<file path="src/usctx_pkg.sv">
// usctx_pkg: constants, types and shared helpers for the usart clocking/framing/tx block
package usctx_pkg;

  // ----------------------------------------------------------------
  // widths and prescaler figures
  // ----------------------------------------------------------------
  localparam int          BAUD_W          = 12;     // baud divisor width, 0..4095
  localparam int          DATA_W          = 9;      // widest character
  localparam logic [3:0]  PRE_NORMAL_LAST = 4'hf;   // 16 baud ticks per bit
  localparam logic [3:0]  PRE_DOUBLE_LAST = 4'h7;   // 8 baud ticks per bit
  localparam logic [3:0]  PRE_NORMAL_MID  = 4'h8;   // preset so first sample is mid start bit
  localparam logic [3:0]  PRE_DOUBLE_MID  = 4'h4;   // same, double speed
  localparam logic [3:0]  BITS_FULL       = 4'h9;   // character width of the shift registers

  // ----------------------------------------------------------------
  // frame format encodings
  // ----------------------------------------------------------------
  localparam logic [2:0]  CSZ_5           = 3'h0;
  localparam logic [2:0]  CSZ_6           = 3'h1;
  localparam logic [2:0]  CSZ_7           = 3'h2;
  localparam logic [2:0]  CSZ_8           = 3'h3;
  localparam logic [2:0]  CSZ_9           = 3'h7;
  localparam int          PAR_EN_BIT      = 1;      // parity field bit that enables parity
  localparam int          PAR_ODD_BIT     = 0;      // parity field bit that selects odd

  // ----------------------------------------------------------------
  // reset values
  // ----------------------------------------------------------------
  localparam logic [BAUD_W-1:0] BAUD_RST  = 12'h000;
  localparam logic        LINE_IDLE       = 1'b1;   // idle and stop level

  // ----------------------------------------------------------------
  // types
  // ----------------------------------------------------------------
  typedef struct packed {
    logic              syncModeSelect;    // 1 = synchronous
    logic              doubleSpeedBit;    // async only
    logic              clockPolarityBit;  // 0 = change on rising edge
    logic              clockPinDirection; // 1 = master, clock driven out
    logic [2:0]        characterSizeField;
    logic [1:0]        parityModeField;
    logic              stopBitsSelect;    // 1 = two stop bits
    logic              transmitEnableBit;
    logic              receiveEnable;
    logic [BAUD_W-1:0] baudDivisorSetting;
  } usctx_cfg_t;

  typedef enum logic [2:0] {TX_IDLE, TX_START, TX_DATA, TX_PAR, TX_STOP1, TX_STOP2} usctx_tx_t;
  typedef enum logic [2:0] {RX_IDLE, RX_START, RX_DATA, RX_PAR, RX_STOP} usctx_rx_t;

  typedef struct packed {
    logic [BAUD_W-1:0] baudCnt;   // baud down-counter
    logic [3:0]        txPre;     // transmit prescaler
    logic [3:0]        rxPre;     // receive sample counter
    logic              bitClk;    // master bit clock level
    logic              xSync1;    // synchroniser first stage
    logic              xSync2;    // synchroniser second stage
    logic              xSync3;    // edge detector history
    usctx_tx_t         txSt;
    logic              txLine;
    logic [DATA_W-1:0] txShift;
    logic              txPar;
    logic [3:0]        txCnt;
    logic [DATA_W-1:0] bufData;
    logic              bufFull;
    logic              txc;
    usctx_rx_t         rxSt;
    logic [DATA_W-1:0] rxShift;
    logic [3:0]        rxCnt;
    logic [DATA_W-1:0] rxData;
    logic              rxValid;
    logic              fe;
  } usctx_state_t;

  localparam usctx_state_t STATE_RST = '{baudCnt: BAUD_RST, txSt: TX_IDLE, rxSt: RX_IDLE,
                                         txLine: LINE_IDLE, default: '0};

  // ----------------------------------------------------------------
  // helpers: dataBits shared by transmitter and receiver, maskData used by the transmitter
  // ----------------------------------------------------------------
  // number of data bits for a size code; reserved codes fall back to eight
  function automatic logic [3:0] dataBits(input logic [2:0] size);
    case (size)
      CSZ_5:   dataBits = 4'h5;
      CSZ_6:   dataBits = 4'h6;
      CSZ_7:   dataBits = 4'h7;
      CSZ_8:   dataBits = 4'h8;
      CSZ_9:   dataBits = 4'h9;
      default: dataBits = 4'h8;
    endcase
  endfunction

  // clears the bits above the character size
  function automatic logic [DATA_W-1:0] maskData(input logic [DATA_W-1:0] data,
                                                 input logic [3:0]        n);
    maskData = data & ((9'h001 << n) - 9'h001);
  endfunction

endpackage

</file>
<file path="src/usctx_top.sv">
// usctx_top: baud generation, bit clock handling, frame transmitter and simple receiver
`timescale 1ns/1ps
// ------------------------------------------------------------------
// Functional notes
// - double speed divides baud output by 8
// - double speed ignored in synchronous mode
// - double speed receiver uses 8 samples
// - bit clock input synchronised then edge detected
// - sync mode: clock pin input slave, output master
// - sample opposite edge to data change
// - polarity selects change and sample edges
// - 5-9 data, parity options, 1-2 stops
// - start, data lsb first, parity, stops
// - next frame follows directly or line idles
// - start low, stop and idle high
// - one format setting shared by both directions
// - only first stop bit checked for error
// - parity is xor, inverted for odd
// - transmit enable takes over serial out pin
// - sync transmit uses bit clock pin
// - data write loads buffer, starts transmission
// - buffer moves to shifter when idle or frame ends
// - unused high data bits ignored
// - baud down-counter reloads at zero or write
// - transmitter divides ticks by 2, 8 or 16
// - clock pin direction selects master or slave
// - buffer empty flag clears on data write
// ------------------------------------------------------------------
module usctx_top (
  input  wire logic                  clk,
  input  wire logic                  rst_n,
  input  wire logic                  clkEn,
  input  wire usctx_pkg::usctx_cfg_t cfg,
  input  wire logic                  baudLowWrite,
  input  wire logic                  txWrite,
  input  wire logic [8:0]            txData,
  input  wire logic                  txcClear,
  input  wire logic                  serialInPin,
  input  wire logic                  bitClockPinIn,
  output logic                       serialOutPin,
  output logic                       serialOutOe,
  output logic                       bitClockPinOut,
  output logic                       bitClockPinOe,
  output logic                       bufferEmptyFlag,
  output logic                       transmitCompleteFlag,
  output logic [8:0]                 rxData,
  output logic                       rxValid,
  output logic                       frameErrorFlag
);
  import usctx_pkg::*;

  // ----------------------------------------------------------------
  // state and decoded control
  // ----------------------------------------------------------------
  usctx_state_t      q;           // registered state
  usctx_state_t      d;           // next state
  logic              isSync;      // synchronous operation
  logic              isMaster;    // synchronous master
  logic              baudTick;    // one tick per counter zero
  logic [3:0]        preLast;     // last prescaler count
  logic [3:0]        preMid;      // receive start preset
  logic              rawRise;     // detected rising edge of pin
  logic              rawFall;     // detected falling edge of pin
  logic              changeEdge;  // bit clock edge that moves data out
  logic              sampleEdge;  // bit clock edge that samples data in
  logic              txTick;      // one transmit bit time elapsed
  logic              rxSample;    // receive sample point
  logic [3:0]        nBits;       // data bits in the frame
  logic              parEn;       // parity bit present
  logic              loadReq;     // move buffer into shifter
  logic              endFrame;    // last stop bit finished
  logic [DATA_W-1:0] loadData;    // masked buffer contents

  // shared format decode: both directions read the same fields
  assign nBits    = dataBits(cfg.characterSizeField);
  assign parEn    = cfg.parityModeField[PAR_EN_BIT];
  assign loadData = maskData(q.bufData, nBits);
  assign isSync   = cfg.syncModeSelect;
  assign isMaster = isSync & cfg.clockPinDirection;

  // ----------------------------------------------------------------
  // next-state logic
  // ----------------------------------------------------------------
  // one process for the whole block keeps the clock-enable freeze trivial
  always_comb begin
    d          = q;
    d.rxValid  = 1'b0;
    loadReq    = 1'b0;
    endFrame   = 1'b0;

    // baud generator: tick at zero, reload at zero or on a low-byte write
    baudTick = (q.baudCnt == '0);
    if (baudLowWrite || baudTick) begin
      d.baudCnt = cfg.baudDivisorSetting;
    end else begin
      d.baudCnt = q.baudCnt - 12'h001;
    end

    // double speed only shortens the async prescaler; sync ignores it
    preLast = cfg.doubleSpeedBit ? PRE_DOUBLE_LAST : PRE_NORMAL_LAST;
    preMid  = cfg.doubleSpeedBit ? PRE_DOUBLE_MID : PRE_NORMAL_MID;

    // external clock: two stages then edge detect, two cycles of delay
    d.xSync1 = bitClockPinIn;
    d.xSync2 = q.xSync1;
    d.xSync3 = q.xSync2;
    rawRise  = q.xSync2 & ~q.xSync3;
    rawFall  = ~q.xSync2 & q.xSync3;

    // master clock toggles per baud tick, giving the divide by two
    if (isMaster) begin
      if (baudTick) begin
        d.bitClk = ~q.bitClk;
      end
    end else begin
      d.bitClk = cfg.clockPolarityBit;  // parked at the level before a change edge
    end

    // edge roles follow polarity; sampling always on the other edge
    if (isMaster) begin
      changeEdge = baudTick & (q.bitClk == cfg.clockPolarityBit);
      sampleEdge = baudTick & (q.bitClk != cfg.clockPolarityBit);
    end else begin
      changeEdge = isSync & (cfg.clockPolarityBit ? rawFall : rawRise);
      sampleEdge = isSync & (cfg.clockPolarityBit ? rawRise : rawFall);
    end

    // transmit prescaler: 16 or 8 ticks async, the bit clock when sync
    if (baudTick) begin
      d.txPre = (q.txPre == preLast) ? 4'h0 : q.txPre + 4'h1;
    end
    txTick = isSync ? changeEdge : (baudTick & (q.txPre == preLast));

    // buffer write: always accepted, overwrites unsent data
    if (txWrite) begin
      d.bufData = txData;
      d.bufFull = 1'b1;
    end
    if (txcClear) begin
      d.txc = 1'b0;
    end

    // transmit sequencer: state names the bit now on the line
    if (txTick) begin
      case (q.txSt)
        TX_IDLE: begin
          loadReq = q.bufFull & cfg.transmitEnableBit;
        end
        TX_START: begin
          d.txLine  = q.txShift[0];
          d.txShift = q.txShift >> 1;
          d.txCnt   = 4'h1;
          d.txSt    = TX_DATA;
        end
        TX_DATA: begin
          if (q.txCnt < nBits) begin
            d.txLine  = q.txShift[0];
            d.txShift = q.txShift >> 1;
            d.txCnt   = q.txCnt + 4'h1;
          end else if (parEn) begin
            d.txLine = q.txPar;
            d.txSt   = TX_PAR;
          end else begin
            d.txLine = LINE_IDLE;
            d.txSt   = TX_STOP1;
          end
        end
        TX_PAR: begin
          d.txLine = LINE_IDLE;
          d.txSt   = TX_STOP1;
        end
        TX_STOP1: begin
          if (cfg.stopBitsSelect) begin
            d.txSt = TX_STOP2;
          end else begin
            endFrame = 1'b1;
          end
        end
        TX_STOP2: begin
          endFrame = 1'b1;
        end
        default: begin
          d.txSt = TX_IDLE;
        end
      endcase
    end

    // pending data follows back to back, even if enable was just dropped
    if (endFrame) begin
      if (q.bufFull) begin
        loadReq = 1'b1;
      end else begin
        d.txSt   = TX_IDLE;
        d.txLine = LINE_IDLE;
        d.txc    = 1'b1;  // set after the clear so a same-cycle event survives
      end
    end

    // shifter load drives the start bit at once; a write in this cycle refills
    if (loadReq) begin
      d.txLine  = 1'b0;
      d.txShift = loadData;
      d.txPar   = (^loadData) ^ cfg.parityModeField[PAR_ODD_BIT];
      d.txSt    = TX_START;
      d.bufFull = txWrite;
    end

    // receive sample counter; async only
    if (baudTick) begin
      d.rxPre = (q.rxPre == preLast) ? 4'h0 : q.rxPre + 4'h1;
    end
    rxSample = isSync ? sampleEdge : (baudTick & (q.rxPre == preLast));

    // receiver: just enough framing to check the first stop bit
    case (q.rxSt)
      RX_IDLE: begin
        if (cfg.receiveEnable && !serialInPin) begin
          if (isSync) begin
            if (sampleEdge) begin
              d.rxSt  = RX_DATA;
              d.rxCnt = 4'h0;
            end
          end else begin
            d.rxPre = preMid;   // half a bit lands the samples mid-bit
            d.rxSt  = RX_START;
          end
        end
      end
      RX_START: begin
        if (rxSample) begin
          // a high start sample is a glitch, not a frame
          d.rxSt  = serialInPin ? RX_IDLE : RX_DATA;
          d.rxCnt = 4'h0;
        end
      end
      RX_DATA: begin
        if (rxSample) begin
          d.rxShift = {serialInPin, q.rxShift[DATA_W-1:1]};
          d.rxCnt   = q.rxCnt + 4'h1;
          if (q.rxCnt + 4'h1 == nBits) begin
            d.rxSt = parEn ? RX_PAR : RX_STOP;
          end
        end
      end
      RX_PAR: begin
        if (rxSample) begin
          d.rxSt = RX_STOP;  // parity checking is outside this block
        end
      end
      RX_STOP: begin
        if (rxSample) begin
          d.rxValid = 1'b1;
          d.fe      = ~serialInPin;
          d.rxData  = q.rxShift >> (BITS_FULL - nBits);
          d.rxSt    = RX_IDLE;  // a second stop bit is never looked at
        end
      end
      default: begin
        d.rxSt = RX_IDLE;
      end
    endcase
  end

  // ----------------------------------------------------------------
  // state register
  // ----------------------------------------------------------------
  always_ff @(posedge clk) begin
    if (!rst_n) begin
      q <= STATE_RST;
    end else if (clkEn) begin
      q <= d;
    end
  end

  // ----------------------------------------------------------------
  // outputs
  // ----------------------------------------------------------------
  // pin stays ours until shifter and buffer drain after enable drops
  assign serialOutOe          = cfg.transmitEnableBit | (q.txSt != TX_IDLE) | q.bufFull;
  assign serialOutPin         = q.txLine;
  assign bitClockPinOut       = q.bitClk;
  assign bitClockPinOe        = isMaster;
  assign bufferEmptyFlag      = ~q.bufFull;
  assign transmitCompleteFlag = q.txc;
  assign rxData               = q.rxData;
  assign rxValid              = q.rxValid;
  assign frameErrorFlag       = q.fe;

  // ----------------------------------------------------------------
  // checks
  // ----------------------------------------------------------------
  property p_baudReload;
    @(posedge clk) disable iff (!rst_n)
      clkEn && q.baudCnt == '0 |=> q.baudCnt == $past(cfg.baudDivisorSetting);
  endproperty
  a_baudReload: assert property (p_baudReload) else $error("baud counter not reloaded");

  property p_doubleDiv;
    @(posedge clk) disable iff (!rst_n)
      !isSync && cfg.doubleSpeedBit && baudTick && q.txPre == 4'h7 |-> txTick;
  endproperty
  a_doubleDiv: assert property (p_doubleDiv) else $error("double speed tick missing");

  property p_normalDiv;
    @(posedge clk) disable iff (!rst_n)
      !isSync && !cfg.doubleSpeedBit && txTick |-> q.txPre == 4'hf;
  endproperty
  a_normalDiv: assert property (p_normalDiv) else $error("normal tick off count");

  property p_edgeDelay;
    @(posedge clk) disable iff (!rst_n)
      clkEn && $rose(bitClockPinIn) ##1 clkEn |=> rawRise;
  endproperty
  a_edgeDelay: assert property (p_edgeDelay) else $error("edge not seen two cycles on");

  property p_startLow;
    @(posedge clk) disable iff (!rst_n)
      (q.txSt == TX_START |-> !serialOutPin) and (q.txSt == TX_IDLE |-> serialOutPin);
  endproperty
  a_startLow: assert property (p_startLow) else $error("start or idle level wrong");

  property p_parity;
    @(posedge clk) disable iff (!rst_n)
      clkEn && loadReq |=> q.txPar == ($past(^loadData) ^ $past(cfg.parityModeField[0]));
  endproperty
  a_parity: assert property (p_parity) else $error("parity bit wrong");

  property p_bufWrite;
    @(posedge clk) disable iff (!rst_n)
      clkEn && txWrite |=> !bufferEmptyFlag && q.bufData == $past(txData);
  endproperty
  a_bufWrite: assert property (p_bufWrite) else $error("write did not fill buffer");

  property p_stopCheck;
    @(posedge clk) disable iff (!rst_n)
      clkEn && rxSample && q.rxSt == RX_STOP |=> rxValid && frameErrorFlag == !$past(serialInPin);
  endproperty
  a_stopCheck: assert property (p_stopCheck) else $error("stop bit check wrong");

  property p_pinOwn;
    @(posedge clk) disable iff (!rst_n)
      (cfg.transmitEnableBit |-> serialOutOe) and (bitClockPinOe == (isSync && cfg.clockPinDirection));
  endproperty
  a_pinOwn: assert property (p_pinOwn) else $error("pin ownership wrong");

endmodule

</file>
<file path="config.mk">
export PLATFORM = sky130hd
export DESIGN_NAME = usctx_top
export DESIGN_NICKNAME = d
export VERILOG_FILES = /design/src/usctx_pkg.sv /design/src/usctx_top.sv
export SDC_FILE = /design/constraint.sdc
export NUM_CORES = 1
export LEC_CHECK = 0
export BUFFER_PORTS_ARGS = -buffer_cell sky130_fd_sc_hd__buf_2
export CELL_PAD_IN_SITES_DETAIL_PLACEMENT = 1
export CELL_PAD_IN_SITES_GLOBAL_PLACEMENT = 2
export CORE_MARGIN = 2
export CORE_UTILIZATION = 35
export CTS_BUF_LIST = sky130_fd_sc_hd__clkbuf_8
export CTS_CLUSTER_SIZE = 16
export DETAILED_ROUTE_END_ITERATION = 8
export PLACE_DENSITY = 0.78
export SYNTH_ARGS = -nofsm -noshare
export SYNTH_HDL_FRONTEND = slang
export SYNTH_SLANG_ARGS = --single-unit
</file>
<file path="constraint.sdc">
create_clock -name clk -period 4.6 [get_ports clk]
set_input_delay 0.92 -clock clk [delete_from_list [all_inputs] [get_ports clk]]
set_output_delay 0.92 -clock clk [all_outputs]
set_load 0.01 [all_outputs]
</file>
Word-level counts from Yosys, hierarchy flattened
Cells that the tools add are included.
- register bits: 80
- latch bits: 0
- bits in writable memories: 0
- memory bits (read-only): 0
- input port bits: 41
- output and inout port bits: 17
- word-level logic and storage cells: 167
- memories kept: 0
- add/subtract/negate cells: 7
- $mul: 0
- divide/modulo/power cells: 0
- magnitude comparators: 1
- equality and inequality tests: 29
- shifts and indexed selects: 2
- mux-type cells: 62
- bitwise logic cells: 19
- reductions and logical operators: 26
- operator list (operator ; count):
    $mux W4 ; 16
    $mux W3 ; 10
    $pmux W3 S5 ; 2
    $mux W1 ; 20
    $ne A2 B2 Y1 const B ; 9
    $pmux W9 S2 ; 1
    $add A4 B1 Y4 const B ; 4
    $mux W16 ; 1
    $pmux W4 S4 ; 1
    $eq A3 B2 Y1 const B ; 5
    $mux W14 ; 1
    $mux W13 ; 1
    $eq A3 B3 Y1 const B ; 4
    $eq A4 B4 Y1 ; 3
    $logic_not A12 Y1 ; 1
    $mux W12 ; 1
    $pmux W4 S3 ; 1
    $sub A12 B1 Y12 const B ; 1
    $and A1 B1 Y1 ; 10
    $reduce_and A2 Y1 ; 5
    $and A9 B9 Y9 ; 1
    $eq A3 B1 Y1 const B ; 3
    $logic_not A3 Y1 ; 3
    $mux W9 ; 1
    other kinds (27) ; 41

Depth between registers and ports, before layout
Gate-level depths: netlist of run 1.
- depth in word-level cells: 11
- mapped depth: 12
- depth with buffers taken out: 10

Least setup slack after synthesis of run 1
No wires, ideal clock.
- path type: input to register
- from: input cfg[17] (netlist bit)
- to: register q[49] (netlist bit)
- library setup time: 0.123 ns
- arrival: 3.530 ns
- required time: 4.477 ns
- path slack: 0.947 ns
- cell stages on the path: 12
- buffers on the path: 2
- cell sequence: clkbuf_1 > nand2b_1 > a21oi_1 > clkinv_1 > ha_1 > nor2_1 > a221oi_1 > nor3_1 > o21ai_0 > a21o_1 > buf_2 > mux2_1
- cells in the longest elaborated chain, start to end: 6
- elaborated cells on any way between the ends: 12
- classes of those cells: 1 x add/sub; 1 x order compare; 4 x eq/ne; 1 x shift; 2 x mux; 1 x bitwise; 2 x reduce/logical
- RTL lines (element ; RTL line ; RTL):
    start: declaration ; usctx_top.sv:33 ; input wire usctx_pkg::usctx_cfg_t cfg,
    $eq A3 B3 Y1, or another cell as far along ; usctx_pkg.sv:83 ; case (size)
    $pmux W4 S4 * ; usctx_pkg.sv:83 ;
    $shl A1 B4 Y9 ; usctx_pkg.sv:96 ; maskData = data & ((9'h001 << n) - 9'h001);
    $sub A9 B1 Y9 ; usctx_pkg.sv:96 ;
    $and A9 B9 Y9 ; usctx_pkg.sv:96 ;
    $mux W14 ; usctx_top.sv:200 ; if (loadReq) begin
    end signal: assignment ; usctx_top.sv:269 ; q <= STATE_RST;
    end signal: assignment ; usctx_top.sv:271 ; q <= d;
    end: declaration ; usctx_top.sv:55 ; usctx_state_t q;
Every way passes the cells marked *; elsewhere a longest branch is shown, timed or not.
A chain may end at the register's enable or synchronous reset.

Final worst setup path of run 1
- from: input cfg[18] (netlist bit)
- to: register q[44] (netlist bit)
The elaborated chain is that of the path after synthesis.

==> results of run 1 <==
state kept, by name, summed over array words and instances (netlist names):
signal and flops:
transmitCompleteFlag 1, bitClockPinOut 1, q 64, serialOutPin 1, rxData 9, d 2, frameErrorFlag 1, rxValid 1
through the flow:
stage                     util, %  area (um2)
after global placement       37.9        5190
after CTS                    39.2        5380
after floorplan                 -        4850
final                        39.2        5380
after global routing         39.2        5380
after detailed placement     37.9        5190
report_power, final:
part           switching, uW  leakage (uW)  total [uW]  internal [uW]
Clock                    269      0.000107         528            259
Sequential              21.0      0.000649         733            712
Combinational            166       0.00127         271            105
Total                    455       0.00203        1530           1080
layer usage:
metal | routed length [um] | vias up
met5 | 0 | -
met1 | 6770 | 2258
met2 | 6210 | 63
met4 | 193 | 0
li1 | - | 2280
met3 | 380 | 13
kinds of logic after synthesis:
family | synth area share [%]
AND/OR/NAND/NOR | 24.9
AO/OA/AOI/OAI | 24.6
flip-flops | 33.0
buffers and inverters | 5.94
multiplexers | 5.68
XOR/XNOR | 3.25
adder cells (fa/ha/maj) | 2.53
other | 0.0773
worst paths after layout:
| check | cells after the start | slack [ns] | startpoint | end |
|---|---|---|---|---|
| max | 12 | 1.09 | cfg[18] | q[44] |
| min | 2 | 0.47 | rxData[7] | rxData[7] |
| max reg2reg | 10 | 1.55 | q[68] | q[43] |
| min reg2reg | 2 | 0.47 | rxData[7] | rxData[7] |
critical path: stages:
cell      delay [ns]
buf_2           0.17
nand2b_1        0.20
a21oi_1         0.35
clkinv_1        0.36
ha_1            0.38
nor2_1          0.05
a221oi_1        0.33
nor3_1          0.11
o21ai_0         0.37
a21o_1          0.21
buf_4           0.18
mux2i_1         0.19
cells in the final DEF, fill, tap and decap left out, drive strengths merged, types with 5 or more instances in the layout:
master,instances
nand3,29
o21ai,48
a31o,6
nand2,90
a22oi,7
ha,9
a21oi,35
o31ai,5
inv,22
o211ai,5
nor3,18
mux2i,23
dfxtp,80
xnor2,15
buf,62
and2,7
nor2b,16
nor2,31
clkbuf,10
a21boi,23
nand2b,9
or3,8
nand3b,8
or2,5
a21o,8
nor4,5
layout make-up:
cell class,count,area [um2],area share (%)
multi-input cells,477,2970,55.2
flip-flops and latches,80,1600,29.8
repair buffers,62,323,6.00
well taps,180,225,4.18
clock buffers,10,138,2.56
inverters,20,75.1,1.39
clock inverters,5,50.0,0.930
==> run summary, run 1 <==
outcome = completed
H-tree depth = 3
RSZ-0062 raised after global routing = false
Core Footprint = 13,700 um2
post-synthesis register bit count = 80
Post-CTS Resized = 0
final slew viol count = 0
Final #Nets = 700
FILL cells = 1,687
Seq/Total Area, Yosys = 33.0%
hold buffers post-CTS = 0
Yosys warning count = 0
Min Hold Slack = 0.465 ns
vias in the first global route = 4,604
Yosys top cell by area = dfxtp_1
Die W = 122 um
DRT iter0 DRCs = 186
f_max = 285 MHz
worst skew pair latency = 0.37 ns
CTS Root Cell = clkbuf_8
area of the die = 14,800 um2
Max-cap violations = 0
grt met3 use = 2.72%
GRT Resource Usage Total = 19.1%
Slew @ Worst Pin = 0.659 ns
WL final = 13.6 mm
critical path startpoint category = input pin
Non-Filler Instances = 834
via count = 4,614
Netlist cell types = 71
port bufs = 57
PwrDens = 285 nW/um2
ys flop type = dfxtp_1
Synth Instances = 622
Fin. Hold Viols = 0
placed insts = 819
met2 Usage GRT = 31.9%
clock transition at the registers of the reported paths = 0.08 ns
largest net degree at the start of global routing = 57
Initial Util = 35.3%
clk buf depth = 2
GRT overflow = 0
met1 GRT Util = 25.2%
Design Power = 1530 uW
Post-synth EDFFs = 0
Inserted Diodes = 0
Area Growth Syn to Fin = 11.0%
Yosys top cell area share = 33.0%
Area contributors post-synth = dfxtp_1 33%, nand2_1 7.0%, o21ai_0 5.0%
Worst slew margin = 56.0%
Worst Path Arrival = 3.82 ns
Period Utilization, post-route = 76.4%
gr busiest metal = met2
CTS sink count = 80
remaining antenna violation count after routing = 0
Via-to-Cell Ratio = 5.53
first-pass GRT wire length = 22.7 mm
CTS tree = done
VDD IR max = 0.115 mV
initial antenna violation count = 0
min setup slack post-route = 1.09 ns
# setup viols final = 0
sum of negative setup slack = 0 ns
placement row count = 43
critical path class = in -> reg
layout cells sized above 1 = 14.5%
routed length per instance = 16.3 um
io pins = 58
critical path capture point type = flop
leak pwr = 0.00203 uW
synthesized area per cell = 7.79 um2
post-DP HPWL = 9.93 mm
Post-synth ARST share = 0%
Mapped Area = 4850 um2
total CTS buffers = 9
TritonRoute pass-1 iters = 6
dpl ws = 0.693 ns
Die Span Y = 122 um
most common cell in the netlist = nand2_1
Tmin final = 3.51 ns
Setup Skew = 0.00773 ns
worst path required time = 4.90 ns
Routability Congestion = 0.859
min-delay worst type = reg -> reg
top cells by count, synth = 90 x nand2_1, 80 x dfxtp_1, 48 x o21ai_0, 34 x a21oi_1
DRC viols = 0
post-CTS setup buffer count = 0
worst-path fanout max = 14
Power figures use the tool's default switching activity.
==> run 2, diff against run 1 <==
- clock period: 4.6 -> 3.5 ns (I/O delays scaled with it)
==> run 2 against run 1 <==
- die area stayed put
- sequential share of layout area down 0.28 points
- global-route usage is 0.097 points higher
- first-iteration DRC count rose by 16%
- routed wire length rose by 0.53%
- critical endpoint is now rxData[1]
- combinational power up 34%
- clock skew rose by 0.0031 ns
- sequential cell count did not move
- clock power up 32%
- final area grew 0.95%
- power grew 32%
- sequential power grew 32%
==> run summary, run 2 (synthesis results as in run 1) <==
outcome = completed
critical path class = reg -> reg
kind of cell adding the most delay to the critical path = simple AND/OR/NAND/NOR gates
Tmin final = 2.97 ns
Max-cap violations = 0 (unchanged)
sum of negative setup slack = 0 ns (unchanged)
critical path startpoint category = flop
post-CTS setup buffer count = 0 (unchanged)
io pins = 58 (unchanged)
worst-path fanout max = 14 (unchanged)
f_max = 336 MHz
Final #Nets = 707 (+1.0%)
dpl cell area = 5250 um2 (+1.0%)
CP max stage delay = 0.52 ns (+0.14 ns)
post-DP HPWL = 9.89 mm (-0.44%)
DRC viols = 0 (unchanged)
worst skew pair latency = 0.37 ns (about the same)
Routability Congestion = 0.834 (-3.0%)
Die Span Y = 122 um (unchanged)
Die W = 122 um (unchanged)
most used cells in the layout excluding fill and tap cells = 90 x nand2_1, 80 x dfxtp_1, 57 x buf_2
critical path capture point type = flop
Via-to-Cell Ratio = 5.49 (-0.79%)
via count = 4,616 (+0.043%)
initial antenna violation count = 0 (unchanged)
Inserted Diodes = 0 (unchanged)
final slew viol count = 0 (unchanged)
# setup viols final = 0 (unchanged)
H-tree depth = 3 (unchanged)
WL final = 13.6 mm (+0.53%)
final instance area = 5430 um2 (+0.95%)
Post-CTS Resized = 0 (unchanged)
first-pass GRT wire length = 22.8 mm (+0.46%)
power share of the clock group = 34.5% (about the same)
placement row count = 43 (unchanged)
total CTS buffers = 9 (unchanged)
CTS sink count = 80 (unchanged)
switching share of power = 29.9% (+0.19 points)
most flop-heavy register = q
area of the die = 14,800 um2 (unchanged)
GRT overflow = 0 (unchanged)
internal power = 1420 uW (+32%)
largest net degree at the start of global routing = 57 (unchanged)
combinational power share = 18.0% (+0.3 points)
CTS tree = done
remaining antenna violation count after routing = 0 (unchanged)
Worst slew margin = 57.7% (+1.8 points)
Area Growth Syn to Fin = 12.1%
port bufs = 57 (unchanged)
Worst Path Arrival = 3.30 ns (-0.52 ns)
max FFs per register = 64 (unchanged)
clock transition at the registers of the reported paths = 0.08 ns (about the same)
min-delay worst type = reg -> reg
RSZ-0062 raised after global routing = false
hold buffers post-CTS = 0 (unchanged)
Initial Util = 35.3% (unchanged)
fin util = 39.6% (+0.37 points)
Core Footprint = 13,700 um2 (unchanged)
clk buf depth = 2 (unchanged)
commonest non-fill, non-tap cell in the layout = nand2_1
slowest CP cell = or3b_1
cell chain of the critical path = inv_1 -> ha_1 -> or3b_1 -> nor4_4 -> buf_4 -> a21oi_2 -> or2_4 -> a2111oi_0 -> a31o_2
GRT Resource Usage Total = 19.2% (+0.097 points)
sw power = 606 uW (+33%)
layout cells sized above 1 = 15.7% (+1.2 points)
worst path required time = 3.82 ns (-1.08 ns)
Setup Skew = 0.0109 ns (+0.00315 ns)
PwrDens = 373 nW/um2 (+31%)
CTS Root Cell = clkbuf_8
Fin. Hold Viols = 0 (unchanged)
Slew @ Worst Pin = 0.632 ns (-0.0266 ns)
Period Utilization, post-route = 85.0%
DRT iter0 DRCs = 215 (+16%)
VDD IR max = 0.186 mV (+62%)
leak pwr = 0.00206 uW (+1.4%)
power share of the sequential group = 47.6% (-0.3 points)
routed length per instance = 16.2 um (-0.31%)
Design Power = 2030 uW (+32%)
Worst Path Buf+Inv = 2 (-1)
TritonRoute pass-1 iters = 4 (-2)
vias in the first global route = 4,626 (+0.48%)
[run 2: cell type report]
type | instances | area, um2
well taps | 180 | 225
fillers | 1701 | 8290
multi-input cells | 477 | 2970
clock buffers | 10 | 138
flip-flops and latches | 80 | 1600
inverters | 20 | 75.1
clock inverters | 5 | 48.8
repair buffers | 69 | 375
[run 2: through the flow]
step	hold slack (ns)	cells	setup slack (ns)
after global placement	0.441	826	0.351
after global routing	0.487	841	0.294
after detailed placement	0.447	826	0.214
after CTS	0.458	841	0.517
after floorplan	0.431	623	0.0669
final	0.455	841	0.525
[run 2: power by group through the flow]
stage	Sequential, uW	Clock, uW	Combinational, uW
final	964	698	364
after global placement	983	0	353
after global routing	969	756	405
after floorplan	975	0	260
after CTS	963	721	366
after detailed placement	984	0	363
[run 2: tightest hold or removal path, cell delays in order (launching register included)]
cell	delay, ns
dfxtp_1	0.31
nand2_1	0.05
a21boi_1	0.05
[run 2: per-layer routing]
layer / GRT usage [%] / share of wire, %
met1: 25.6 / 49
met2: 31.8 / 47
met3: 2.67 / 2.6
met4: 6.47 / 1.4
met5: 0 / 0
[run 2: path summary, 6_finish.rpt]
check	from	to	slack (ns)	cells past startpoint
setup / recovery	q[68]	rxData[1]	0.53	9
hold / removal	rxData[7]	rxData[7]	0.46	2
setup reg to reg	q[68]	rxData[1]	0.53	9
hold reg to reg	rxData[7]	rxData[7]	0.46	2
